===== src/pkg/flash_port_pkg.sv =====
// Constants, states and helpers for the flash-side slow port sequencer.
// Assumes a 25 MHz system clock and external glue that latches the address.
package flash_port_pkg;

    ////////////////////////////////////////////////////////////////////////
    localparam int ADDR_W = 26;
    localparam int REGION_BIT = 25;
    localparam int BYTE_W = 8;
    localparam logic [2:0] ADDR_BYTES_LAST = 3'h2;
    localparam logic [2:0] STROBE_LAST = 3'h3;
    localparam logic [1:0] SEL_IDLE_N = 2'h3;
    localparam logic [1:0] SEL_FLASH_N = 2'h2;
    localparam logic [1:0] SEL_PROC_N = 2'h1;
    localparam logic [7:0] DATA_RESET = 8'h00;
    localparam logic [25:0] ADDR_RESET = 26'h0000000;

    ////////////////////////////////////////////////////////////////////////
    typedef enum logic [4:0] {
        ST_IDLE = 5'h01,
        ST_ADDR = 5'h02,
        ST_SETUP = 5'h04,
        ST_STROBE = 5'h08,
        ST_HOLD = 5'h10
    } seq_state_t;

    // Byte idx of the upper address field A[25:2], idx 0 least significant
    function automatic logic [7:0] addr_byte(input logic [25:0] addr,
                                             input logic [2:0] idx);
        logic [23:0] upper;
        upper = addr[25:2];
        case (idx)
            3'h0: addr_byte = upper[7:0];
            3'h1: addr_byte = upper[15:8];
            default: addr_byte = upper[23:16];
        endcase
    endfunction

    function automatic logic [1:0] region_sel_n(input logic [25:0] addr);
        region_sel_n = addr[REGION_BIT] ? SEL_PROC_N : SEL_FLASH_N;
    endfunction

endpackage


===== src/rtl/port_clock_div.sv =====
// Divides the system clock by two to form the outgoing port clock.
// Assumes the consumer changes its pins on the tick edge.
`timescale 1ns/1ns
module port_clock_div
    import flash_port_pkg::*;
(
    // Clock and reset
    input wire logic clk_in,
    input wire logic resetn_in,
    // Port clock and advance tick
    output logic port_clk_out,
    output logic fall_tick_out
);

    logic clk_q;

    always_ff @(posedge clk_in or negedge resetn_in)
    begin
        if (!resetn_in)
        begin
            clk_q <= 1'b0;
        end
        else
        begin
            clk_q <= ~clk_q;
        end
    end

    // Pins change as the port clock falls, so the glue sees a full half
    // period of setup before its rising edge
    assign port_clk_out = clk_q;
    assign fall_tick_out = clk_q;

endmodule // port_clock_div


===== src/rtl/slow_port_flash.sv =====
// Flash-side slow port sequencer: shifts the address out, then moves a byte.
// Assumes a same-clock requester and external glue latching the address.
`timescale 1ns/1ns
module slow_port_flash
    import flash_port_pkg::*;
(
    // Clock and reset
    input wire logic CLK_IN,
    input wire logic RESETN_IN,
    // Request side
    input wire logic REQ_VALID_IN,
    input wire logic REQ_WRITE_IN,
    input wire logic [25:0] REQ_ADDR_IN,
    input wire logic [7:0] REQ_WDATA_IN,
    output logic REQ_READY_OUT,
    // Answer side
    output logic RSP_VALID_OUT,
    output logic [7:0] RSP_RDATA_OUT,
    // Port pins
    output logic PORT_CLOCK_OUT,
    output logic [1:0] REGION_SELECT_N_OUT,
    output logic ADDR_LATCH_STROBE_N_OUT,
    input wire logic [7:0] MUXED_ADDR_DATA_IN,
    output logic [7:0] MUXED_ADDR_DATA_OUT,
    output logic MUXED_ADDR_DATA_OE_OUT,
    output logic XFER_DIRECTION_OUT,
    output logic PACK_STROBE_OUT,
    output logic READ_STROBE_N_OUT,
    output logic WRITE_STROBE_N_OUT
);

    seq_state_t state_q, state_d;
    logic [2:0] cnt_q, cnt_d;
    logic [25:0] addr_q, addr_d;
    logic [7:0] wdata_q, wdata_d;
    logic we_q, we_d;
    logic ready_q;
    logic tick;
    logic take;
    logic [7:0] bus_meta_q, bus_sync_q;

    ////////////////////////////////////////////////////////////////////////
    port_clock_div u_div (
        .clk_in(CLK_IN),
        .resetn_in(RESETN_IN),
        .port_clk_out(PORT_CLOCK_OUT),
        .fall_tick_out(tick)
    );

    ////////////////////////////////////////////////////////////////////////
    // Ready is only high in tick cycles, so a take always starts a port cycle
    assign take = REQ_VALID_IN && ready_q;

    always_comb
    begin
        addr_d = take ? REQ_ADDR_IN : addr_q;
        wdata_d = take ? REQ_WDATA_IN : wdata_q;
        we_d = take ? REQ_WRITE_IN : we_q;
        state_d = state_q;
        cnt_d = cnt_q;
        if (tick)
        begin
            case (state_q)
                ST_IDLE:
                begin
                    if (take)
                    begin
                        state_d = ST_ADDR;
                        cnt_d = 3'h0;
                    end
                end
                ST_ADDR:
                begin
                    if (cnt_q == ADDR_BYTES_LAST)
                    begin
                        state_d = ST_SETUP;
                        cnt_d = 3'h0;
                    end
                    else
                    begin
                        cnt_d = cnt_q + 3'h1;
                    end
                end
                ST_SETUP:
                begin
                    state_d = ST_STROBE;
                    cnt_d = 3'h0;
                end
                ST_STROBE:
                begin
                    if (cnt_q == STROBE_LAST)
                    begin
                        state_d = ST_HOLD;
                        cnt_d = 3'h0;
                    end
                    else
                    begin
                        cnt_d = cnt_q + 3'h1;
                    end
                end
                ST_HOLD:
                begin
                    state_d = ST_IDLE;
                end
                default:
                begin
                    state_d = ST_IDLE;
                    cnt_d = 3'h0;
                end
            endcase
        end
    end

    ////////////////////////////////////////////////////////////////////////
    always_ff @(posedge CLK_IN or negedge RESETN_IN)
    begin
        if (!RESETN_IN)
        begin
            state_q <= ST_IDLE;
            cnt_q <= 3'h0;
            addr_q <= ADDR_RESET;
            wdata_q <= DATA_RESET;
            we_q <= 1'b0;
            ready_q <= 1'b0;
        end
        else
        begin
            state_q <= state_d;
            cnt_q <= cnt_d;
            addr_q <= addr_d;
            wdata_q <= wdata_d;
            we_q <= we_d;
            ready_q <= (state_d == ST_IDLE) && !tick;
        end
    end

    ////////////////////////////////////////////////////////////////////////
    // Pin outputs other than the port clock are all registered from the next state
    always_ff @(posedge CLK_IN or negedge RESETN_IN)
    begin
        if (!RESETN_IN)
        begin
            REGION_SELECT_N_OUT <= SEL_IDLE_N;
            ADDR_LATCH_STROBE_N_OUT <= 1'b1;
            MUXED_ADDR_DATA_OUT <= DATA_RESET;
            MUXED_ADDR_DATA_OE_OUT <= 1'b0;
            XFER_DIRECTION_OUT <= 1'b0;
            PACK_STROBE_OUT <= 1'b0;
            READ_STROBE_N_OUT <= 1'b1;
            WRITE_STROBE_N_OUT <= 1'b1;
        end
        else
        begin
            REGION_SELECT_N_OUT <= (state_d == ST_IDLE) ? SEL_IDLE_N
                                   : region_sel_n(addr_d);
            ADDR_LATCH_STROBE_N_OUT <= (state_d != ST_ADDR);
            MUXED_ADDR_DATA_OUT <= (state_d == ST_ADDR)
                                   ? addr_byte(addr_d, cnt_d)
                                   : wdata_d;
            // Bus turns round to input for reads once the address is out
            MUXED_ADDR_DATA_OE_OUT <= (state_d == ST_ADDR) ||
                                      (we_d && (state_d != ST_IDLE));
            // Low address bits ride their own pins
            XFER_DIRECTION_OUT <= (state_d != ST_IDLE)
                                  && addr_d[1];
            PACK_STROBE_OUT <= (state_d != ST_IDLE) && addr_d[0];
            READ_STROBE_N_OUT <= !((state_d == ST_STROBE) && !we_d);
            WRITE_STROBE_N_OUT <= !((state_d == ST_STROBE) && we_d);
        end
    end

    ////////////////////////////////////////////////////////////////////////
    // Pin data is asynchronous to us; two flops before anything samples it
    always_ff @(posedge CLK_IN or negedge RESETN_IN)
    begin
        if (!RESETN_IN)
        begin
            bus_meta_q <= DATA_RESET;
            bus_sync_q <= DATA_RESET;
        end
        else
        begin
            bus_meta_q <= MUXED_ADDR_DATA_IN;
            bus_sync_q <= bus_meta_q;
        end
    end

    always_ff @(posedge CLK_IN or negedge RESETN_IN)
    begin
        if (!RESETN_IN)
        begin
            RSP_RDATA_OUT <= DATA_RESET;
            RSP_VALID_OUT <= 1'b0;
            REQ_READY_OUT <= 1'b0;
        end
        else
        begin
            // Sampled late in the strobe to absorb synchroniser lag
            if (tick && (state_q == ST_STROBE) && (cnt_q == STROBE_LAST)
                && !we_q)
            begin
                RSP_RDATA_OUT <= bus_sync_q;
            end
            RSP_VALID_OUT <= tick && (state_q == ST_HOLD);
            REQ_READY_OUT <= (state_d == ST_IDLE) && !tick;
        end
    end

    ////////////////////////////////////////////////////////////////////////
    AST_ONE_REGION: assert property (
        @(posedge CLK_IN) disable iff (!RESETN_IN)
        REGION_SELECT_N_OUT != 2'h0)
        else $error("both region selects asserted");

    AST_REGION_DECODE: assert property (
        @(posedge CLK_IN) disable iff (!RESETN_IN)
        (REGION_SELECT_N_OUT != SEL_IDLE_N) |->
        (REGION_SELECT_N_OUT[0] == addr_q[REGION_BIT]))
        else $error("region select does not match address");

    AST_ADDR_THREE_CYCLES: assert property (
        @(posedge CLK_IN) disable iff (!RESETN_IN)
        $fell(ADDR_LATCH_STROBE_N_OUT) |->
        (!ADDR_LATCH_STROBE_N_OUT)[*6] ##1 ADDR_LATCH_STROBE_N_OUT)
        else $error("latch strobe not low for three port clocks");

    AST_BYTE_ORDER: assert property (
        @(posedge CLK_IN) disable iff (!RESETN_IN)
        $fell(ADDR_LATCH_STROBE_N_OUT) |->
        (MUXED_ADDR_DATA_OUT == addr_q[9:2]) ##2
        (MUXED_ADDR_DATA_OUT == addr_q[17:10]) ##2
        (MUXED_ADDR_DATA_OUT == addr_q[25:18]))
        else $error("address bytes out of order");

    AST_WRITE_BYTE: assert property (
        @(posedge CLK_IN) disable iff (!RESETN_IN)
        !WRITE_STROBE_N_OUT |->
        (MUXED_ADDR_DATA_OE_OUT && MUXED_ADDR_DATA_OUT == wdata_q))
        else $error("write byte not driven during write strobe");

    AST_READ_TURNROUND: assert property (
        @(posedge CLK_IN) disable iff (!RESETN_IN)
        !READ_STROBE_N_OUT |-> !MUXED_ADDR_DATA_OE_OUT)
        else $error("bus driven during read strobe");

    AST_DIR_BIT: assert property (
        @(posedge CLK_IN) disable iff (!RESETN_IN)
        (REGION_SELECT_N_OUT != SEL_IDLE_N) |->
        (XFER_DIRECTION_OUT == addr_q[1]))
        else $error("direction output is not address bit 1");

    AST_PACK_BIT: assert property (
        @(posedge CLK_IN) disable iff (!RESETN_IN)
        (REGION_SELECT_N_OUT != SEL_IDLE_N) |->
        (PACK_STROBE_OUT == addr_q[0]))
        else $error("pack strobe is not address bit 0");

    AST_LOW_BITS_STEADY: assert property (
        @(posedge CLK_IN) disable iff (!RESETN_IN)
        !ADDR_LATCH_STROBE_N_OUT && !$fell(ADDR_LATCH_STROBE_N_OUT) |->
        $stable(XFER_DIRECTION_OUT) && $stable(PACK_STROBE_OUT))
        else $error("low address bits changed during latch phase");

    AST_STROBE_LEN: assert property (
        @(posedge CLK_IN) disable iff (!RESETN_IN)
        $fell(READ_STROBE_N_OUT) |->
        (!READ_STROBE_N_OUT)[*8] ##1 READ_STROBE_N_OUT ##2 RSP_VALID_OUT)
        else $error("read strobe length or answer timing wrong");

endmodule // slow_port_flash


===== config.mk =====
export PLATFORM = sky130hd
export DESIGN_NAME = slow_port_flash
export DESIGN_NICKNAME = d
export VERILOG_FILES = /design/src/pkg/flash_port_pkg.sv /design/src/rtl/port_clock_div.sv /design/src/rtl/slow_port_flash.sv
export SDC_FILE = /design/constraint.sdc
export NUM_CORES = 1
export LEC_CHECK = 0
export ABC_CLOCK_PERIOD_IN_PS = 4640
export BUFFER_PORTS_ARGS = -buffer_cell sky130_fd_sc_hd__buf_2
export CELL_PAD_IN_SITES_DETAIL_PLACEMENT = 1
export CELL_PAD_IN_SITES_GLOBAL_PLACEMENT = 2
export CORE_MARGIN = 2
export CORE_UTILIZATION = 25
export DETAILED_ROUTE_END_ITERATION = 8
export PLACE_DENSITY_LB_ADDON = 0.1
export REMOVE_ABC_BUFFERS = 1
export SYNTH_ARGS = -nofsm -noshare
export SYNTH_HDL_FRONTEND = slang
export SYNTH_SLANG_ARGS = --single-unit

===== constraint.sdc =====
create_clock -name CLK_IN -period 4.64 [get_ports CLK_IN]
set_input_delay 0.696 -clock CLK_IN [delete_from_list [all_inputs] [get_ports CLK_IN]]
set_output_delay 0.696 -clock CLK_IN [all_outputs]
set_load 0.02 [all_outputs]

Word-level counts from Yosys, hierarchy flattened
Cells that the tools add are included.
{"block": "classes", "n_addsub": 1, "eq_ne": 13, "n_mux": 17, "n_bitwise": 1, "reduce_logical": 18}
{"op": "26-bit two-way mux", "count": 1}
{"op": "5-bit two-way mux", "count": 4}
{"op": "5-bit one-hot mux with 4 select lines", "count": 1}
{"op": "8-bit two-way mux", "count": 2}
{"op": "8-bit one-hot mux with 2 select lines", "count": 1}
{"op": "3-bit two-way mux", "count": 4}
{"op": "3-bit one-hot mux with 4 select lines", "count": 1}
{"op": "1-bit logical AND", "count": 11}
{"op": "5-bit by 1-bit == test with 1-bit output, second input constant", "count": 2}
{"op": "5-bit by 2-bit == test with 1-bit output, second input constant", "count": 2}
{"op": "5-bit by 4-bit == test with 1-bit output, second input constant", "count": 2}
{"op": "3-bit by 2-bit == test with 1-bit output, second input constant", "count": 2}
{"op": "5-bit by 3-bit == test with 1-bit output, second input constant", "count": 1}
{"op": "5-bit == test, second input constant", "count": 1}
{"op": "1-bit logical NOT", "count": 5}
{"op": "5-bit by 1-bit inequality test with 1-bit output, second input constant", "count": 1}
{"op": "5-bit by 2-bit inequality test with 1-bit output, second input constant", "count": 1}
{"op": "2-bit two-way mux", "count": 2}
{"op": "3-bit by 1-bit adder with 3-bit output, second input constant", "count": 1}
{"op": "3-bit by 1-bit == test with 1-bit output, second input constant", "count": 1}
{"op": "3-bit logical NOT", "count": 1}
{"op": "1-bit logical OR", "count": 1}
{"op": "1-bit two-way mux", "count": 1}
{"op": "1-bit inverter", "count": 1}
{"block": "word_totals", "register_bits": 86, "wordCells": 69}

Logic depth before layout (Yosys ltp)
{"block": "depth", "word_depth": 7, "ltp_mapped": 9}

Cells and area by module
Synthesis repeated with hierarchy kept, for this count alone.
{"block": "hier_totals", "hier_cells": 274, "area_unflattened_um2": 3636.0}
{"module": "slow_port_flash", "n_inst": 1, "cells_per_inst": 271, "area_each_um2": 3599.7, "seq_area_each_um2": 2134.5}
{"module": "port_clock_div", "n_inst": 1, "cells_per_inst": 3, "area_each_um2": 36.3, "seq_area_each_um2": 25.0}

Worst setup path after synthesis
OpenSTA, ideal clock, no wires.
{"block": "synth_timing", "kind": "register to register", "startpoint": "reg cnt_q[0]", "endpoint": "reg MUXED_ADDR_DATA_OUT[0]", "setup_ns": 0.131, "arrival_time_ns": 2.123, "slack_ns": 2.386, "path_stages_with_launch": 9, "path_buffers": 0, "period_less_slack_ns": 2.254, "path_cell_list": "dfrtp_1 ha_1 ha_1 nor3b_1 nand2_1 a2111o_1 o31a_2 a311oi_1 a2bb2oi_1"}
{"block": "synth_via", "elab_chain_cells": 7}
{"element": "start, declared", "line_no": "slow_port_flash.sv:33", "source": "logic [2:0] cnt_q, cnt_d;"}
{"element": "start signal, assigned", "line_no": "slow_port_flash.sv:129", "source": "cnt_q <= cnt_d;"}
{"element": "3-bit by 1-bit adder with 3-bit output (tied with other cells)", "line_no": "slow_port_flash.sv:81, slow_port_flash.sv:98"}
{"element": "3-bit two-way mux, on equally long branches", "line_no": "slow_port_flash.sv:91, slow_port_flash.sv:74"}
{"element": "3-bit one-hot mux with 4 select lines", "line_no": "slow_port_flash.sv:63", "source": "case (state_q)"}
{"element": "3-bit two-way mux", "line_no": "slow_port_flash.sv:61", "source": "if (tick)"}
{"element": "3-bit by 1-bit == test with 1-bit output / 3-bit logical NOT (equally long branches)", "line_no": "flash_port_pkg.sv:31", "source": "case (idx)"}
{"element": "8-bit one-hot mux with 2 select lines", "line_no": "flash_port_pkg.sv:31"}
{"element": "8-bit two-way mux (*)", "line_no": "slow_port_flash.sv:158", "source": "? addr_byte(addr_d, cnt_d)"}
{"element": "end signal, assigned", "line_no": "slow_port_flash.sv:157", "source": "MUXED_ADDR_DATA_OUT <= (state_d == ST_ADDR)"}
{"element": "end, declared", "line_no": "slow_port_flash.sv:24", "source": "output logic [7:0] MUXED_ADDR_DATA_OUT,"}
Every way passes the cells marked *; elsewhere a longest branch is shown, timed or not.
A chain may end at the register's enable or synchronous reset.

Final worst setup path
{"block": "layout_timing", "startpoint": "reg cnt_q[0]", "endpoint": "reg MUXED_ADDR_DATA_OE_OUT"}
{"block": "layout_via", "elab_chain_cells": 7}
{"element": "3-bit by 2-bit == test with 1-bit output, on equally long branches", "line_no": "slow_port_flash.sv:91, slow_port_flash.sv:74"}
{"element": "5-bit two-way mux, on equally long branches", "line_no": "slow_port_flash.sv:91, slow_port_flash.sv:74"}
{"element": "5-bit one-hot mux with 4 select lines (*)", "line_no": "slow_port_flash.sv:63"}
{"element": "5-bit two-way mux (*)", "line_no": "slow_port_flash.sv:61"}
{"element": "5-bit by 1-bit inequality test with 1-bit output", "line_no": "slow_port_flash.sv:162", "source": "(we_d && (state_d != ST_IDLE));"}
{"element": "1-bit logical AND", "line_no": "slow_port_flash.sv:162"}
{"element": "1-bit logical OR (*)", "line_no": "slow_port_flash.sv:161", "source": "MUXED_ADDR_DATA_OE_OUT <= (state_d == ST_ADDR) ||"}
{"element": "end signal, assigned", "line_no": "slow_port_flash.sv:161"}
{"element": "end, declared", "line_no": "slow_port_flash.sv:25", "source": "output logic MUXED_ADDR_DATA_OE_OUT,"}
Marked as above.

==> flow_summary.toml <==
[status]
status = "finished clean"

[placement]
hpwl_mm = 6.26
port-buffer-count = 72
place_congestion = 0.772

[worst_setup_path]
cpPeakStageDelay_ns = 0.80
reg2regPathDepth = 9
endpoint_kind = "flop"
cp_cell_sequence = "ha_1 -> ha_1 -> nor3b_1 -> and2_1 -> a211oi_1 -> o21bai_1 -> nor2_2 -> inv_1 -> o21ai_0"
worstPathArrival_ns = 3.00
cp_common_cell = "ha_1"
cp.buffers_inverters = 1
cp_data_required_time_ns = 4.84
critPathTopFamily = "compound AO/OA/AOI/OAI gates"
critical_path_class = "reg -> reg"
startpoint_type = "flop"
path_max_fanout = 12
crit_slowest_cell = "o21bai_1"
crit_cells = 9

[yosys]
synth_flop_cell = "dfrtp_1"
ys_seq_elements = 86
syn_area_mm2 = 0.00365
yosys_warnings = 0
synth_edf_count = 0
ys_async_sr_fraction_pct = 100
synthDistinctLibCells = 57
syn_avg_cell_area_um2 = 13.8
syn_inst = 264
ys_seq_area_share_pct = 59.2

[drt]
top_layer = "met4"
drc = 0
wl_met3_um = 353
met1_length_mm = 4.54
drt_first_pass_iters = 4
ant_nets = 0
vias = 2365
wirelength_mm = 9.08
wl_per_cell_um = 17.3
drt_iter0_drc = 46
vias_per_cell = 4.50
route.met2.wl_mm = 4.01

[die]
core-area_mm2 = 0.0144
die_area_mm2 = 0.0156
num_rows = 44
die_h_um = 125
ioPinCount = 73
die_width_um = 125
initial_core_util_pct = 25.3

[timing]
post-route-min-period_ns = 2.80
max_freq_ghz = 0.358
setup_violations = 0
maxSlewViolCount = 0
timing.hold.ws_ns = 0.344
slew_headroom_pct = 33.1
rsz0062_at_grt = "no"
worst_pin_slew_ns = 1.00
final-hold-violation-count = 0
finalCritPeriodShare_pct = 60.3
fin_tns_setup_ns = 0
fin_skew_ns = 0.00596

[layout]
drive_gt1_share_pct = 44.3
antenna_cells = 0
fillers = 1589
multiInputGateArea_mm2 = 0.00138
syn_to_final_growth_pct = 23.2
fin_nets = 387
seqCellArea_mm2 = 0.00216

[clock_tree]
post_cts_buffers = 0
path_clk_slew_ns = 0.06
cts_tree = "yes"
cts.sinks = 86
htreeDepth = 3
cts_hold_buffers = 0
cts_buffers = 9
clkLatencyLatePin_ns = 0.34
cts-resized-gates = 0
clock_path_buffers = 2
clockRootBuffer = "clkbuf_16"

[power_and_ir_drop]
peakVddDrop_uv = 223
p_per_area_mw_per_mm2 = 617
cellLeakagePower_nw = 2.02

[global_route]
antenna_found_initial = 0
grt_pass1_wl_mm = 14.7
grt-ovfl-total = 0
grt_pass1_vias = 2561
grt.total_usage_pct = 12.4
grt_start_max_net_pins = 55

[hold_path]
worstHoldPathCells = 0
hold_path_class = "reg -> reg"

[job]
max-cap-violations = 0
-- kinds of logic after synthesis --
logic type / count (synthesis) / synth area share, %
and+or+nand+nor: 55 / 9.39
muxes: 52 / 15.7
xor gates and xnor gates: 1 / 0.240
DFF: 86 / 59.2
AOI/OAI and AO/OA: 46 / 11.1
adders and majority gates: 4 / 1.37
buffers and inverters: 20 / 2.98
-- flip-flops by register name (all words and copies together) (netlist names), 2 cells and up --
register             count
addr_q                  26
MUXED_ADDR_DATA_OUT      8
RSP_RDATA_OUT            8
bus_meta_q               8
bus_sync_q               8
wdata_q                  8
state_q                  5
cnt_q                    3
REGION_SELECT_N_OUT      2
-- report_power, final --
part / switching, mW / internal, mW
clock network: 0.311 / 0.488
registers: 0.103 / 1.00
logic: 0.484 / 0.387
-- layer usage --
layer  vias up  track usage [%]
li1       1102                -
met1      1188             17.5
met2        62             18.0
met3        13             2.71
met4         0             5.69
met5         -                0
-- worst paths after layout --
| kind | startpoint | endpoint | slack [ns] |
|---|---|---|---|
| worst max-delay path | cnt_q[0]$_DFF_PN0_ | MUXED_ADDR_DATA_OE_OUT$_DFF_PN0_ | 1.84 |
| worst min-delay path | bus_meta_q[7]$_DFF_PN0_ | bus_sync_q[7]$_DFF_PN0_ | 0.34 |
| worst max register to register | cnt_q[0]$_DFF_PN0_ | MUXED_ADDR_DATA_OE_OUT$_DFF_PN0_ | 1.84 |
| worst min register to register | bus_meta_q[7]$_DFF_PN0_ | bus_sync_q[7]$_DFF_PN0_ | 0.34 |
| max in group asynchronous | RESETN_IN | ADDR_LATCH_STROBE_N_OUT$_DFF_PN1_ | 3.30 |
| min in group asynchronous | RESETN_IN | RSP_RDATA_OUT[7]$_DFFE_PN0P_ | 0.40 |
-- cells in the mapped netlist, drive strengths merged, types with 2 or more instances --
library cell | n | area share, %
dfrtp | 80 | 55
mux2 | 43 | 13
nor2 | 12 | 1.4
buf | 9 | 1.9
inv | 9 | 0.93
mux2i | 9 | 2.5
a21boi | 8 | 1.6
a2bb2oi | 8 | 1.9
a311oi | 8 | 1.9
nand2 | 8 | 0.82
nor2b | 7 | 1.3
dfstp | 6 | 4.3
nor3 | 5 | 1.1
ha | 4 | 1.4
a211oi | 3 | 1.3
and2 | 3 | 0.51
nand3 | 3 | 0.55
nand4 | 3 | 0.51
o21ai | 3 | 0.41
a22o | 2 | 0.48
clkbuf | 2 | 0.21
nand2b | 2 | 0.34
nand4b | 2 | 0.48
nor4 | 2 | 0.51
o41ai | 2 | 0.48
or2 | 2 | 0.34
-- through the flow --
| step | cell area [um^2] | setup slack, ns | utilization, % | cells | power (mW) |
|---|---|---|---|---|---|
| global placement | 4180 | 1.69 | 29.0 | 510 | 2.00 |
| finish | 4500 | 1.84 | 31.2 | 525 | 2.77 |
| floorplan | 3570 | 2.00 | - | 253 | 1.72 |
| global route | 4500 | 1.45 | 31.2 | 525 | 2.95 |
| detailed placement | 4180 | 1.65 | 29.0 | 510 | 2.01 |
| CTS | 4500 | 1.81 | 31.2 | 525 | 2.83 |
-- cell type report --
cell class | instances | share of cell area, %
Sequential cell | 86 | 48.0
Clock inverter | 4 | 1.73
Multi-Input combinational cell | 158 | 30.7
Timing Repair Buffer | 73 | 8.24
Tap cell | 184 | 5.12
Clock buffer | 11 | 5.40
Inverter | 9 | 0.751
-- cells in the final DEF (no fill, tap or decap), drive strengths merged, types with 2 or more instances in the layout --
cell type,instances
clkbuf,11
nor2b,7
and2,3
or2,2
nand4b,2
nor2,12
a311oi,8
o21ai,3
a21boi,8
inv,11
nand4,3
mux2i,9
dfstp,6
a211oi,3
bufinv,2
buf,73
nor3,5
nand2,8
a2bb2oi,8
nor4,2
mux2,43
o41ai,2
dfrtp,80
nand3,3
nand2b,2
a22o,2
ha,4
Note: power is estimated with default switching activity, not from simulation.
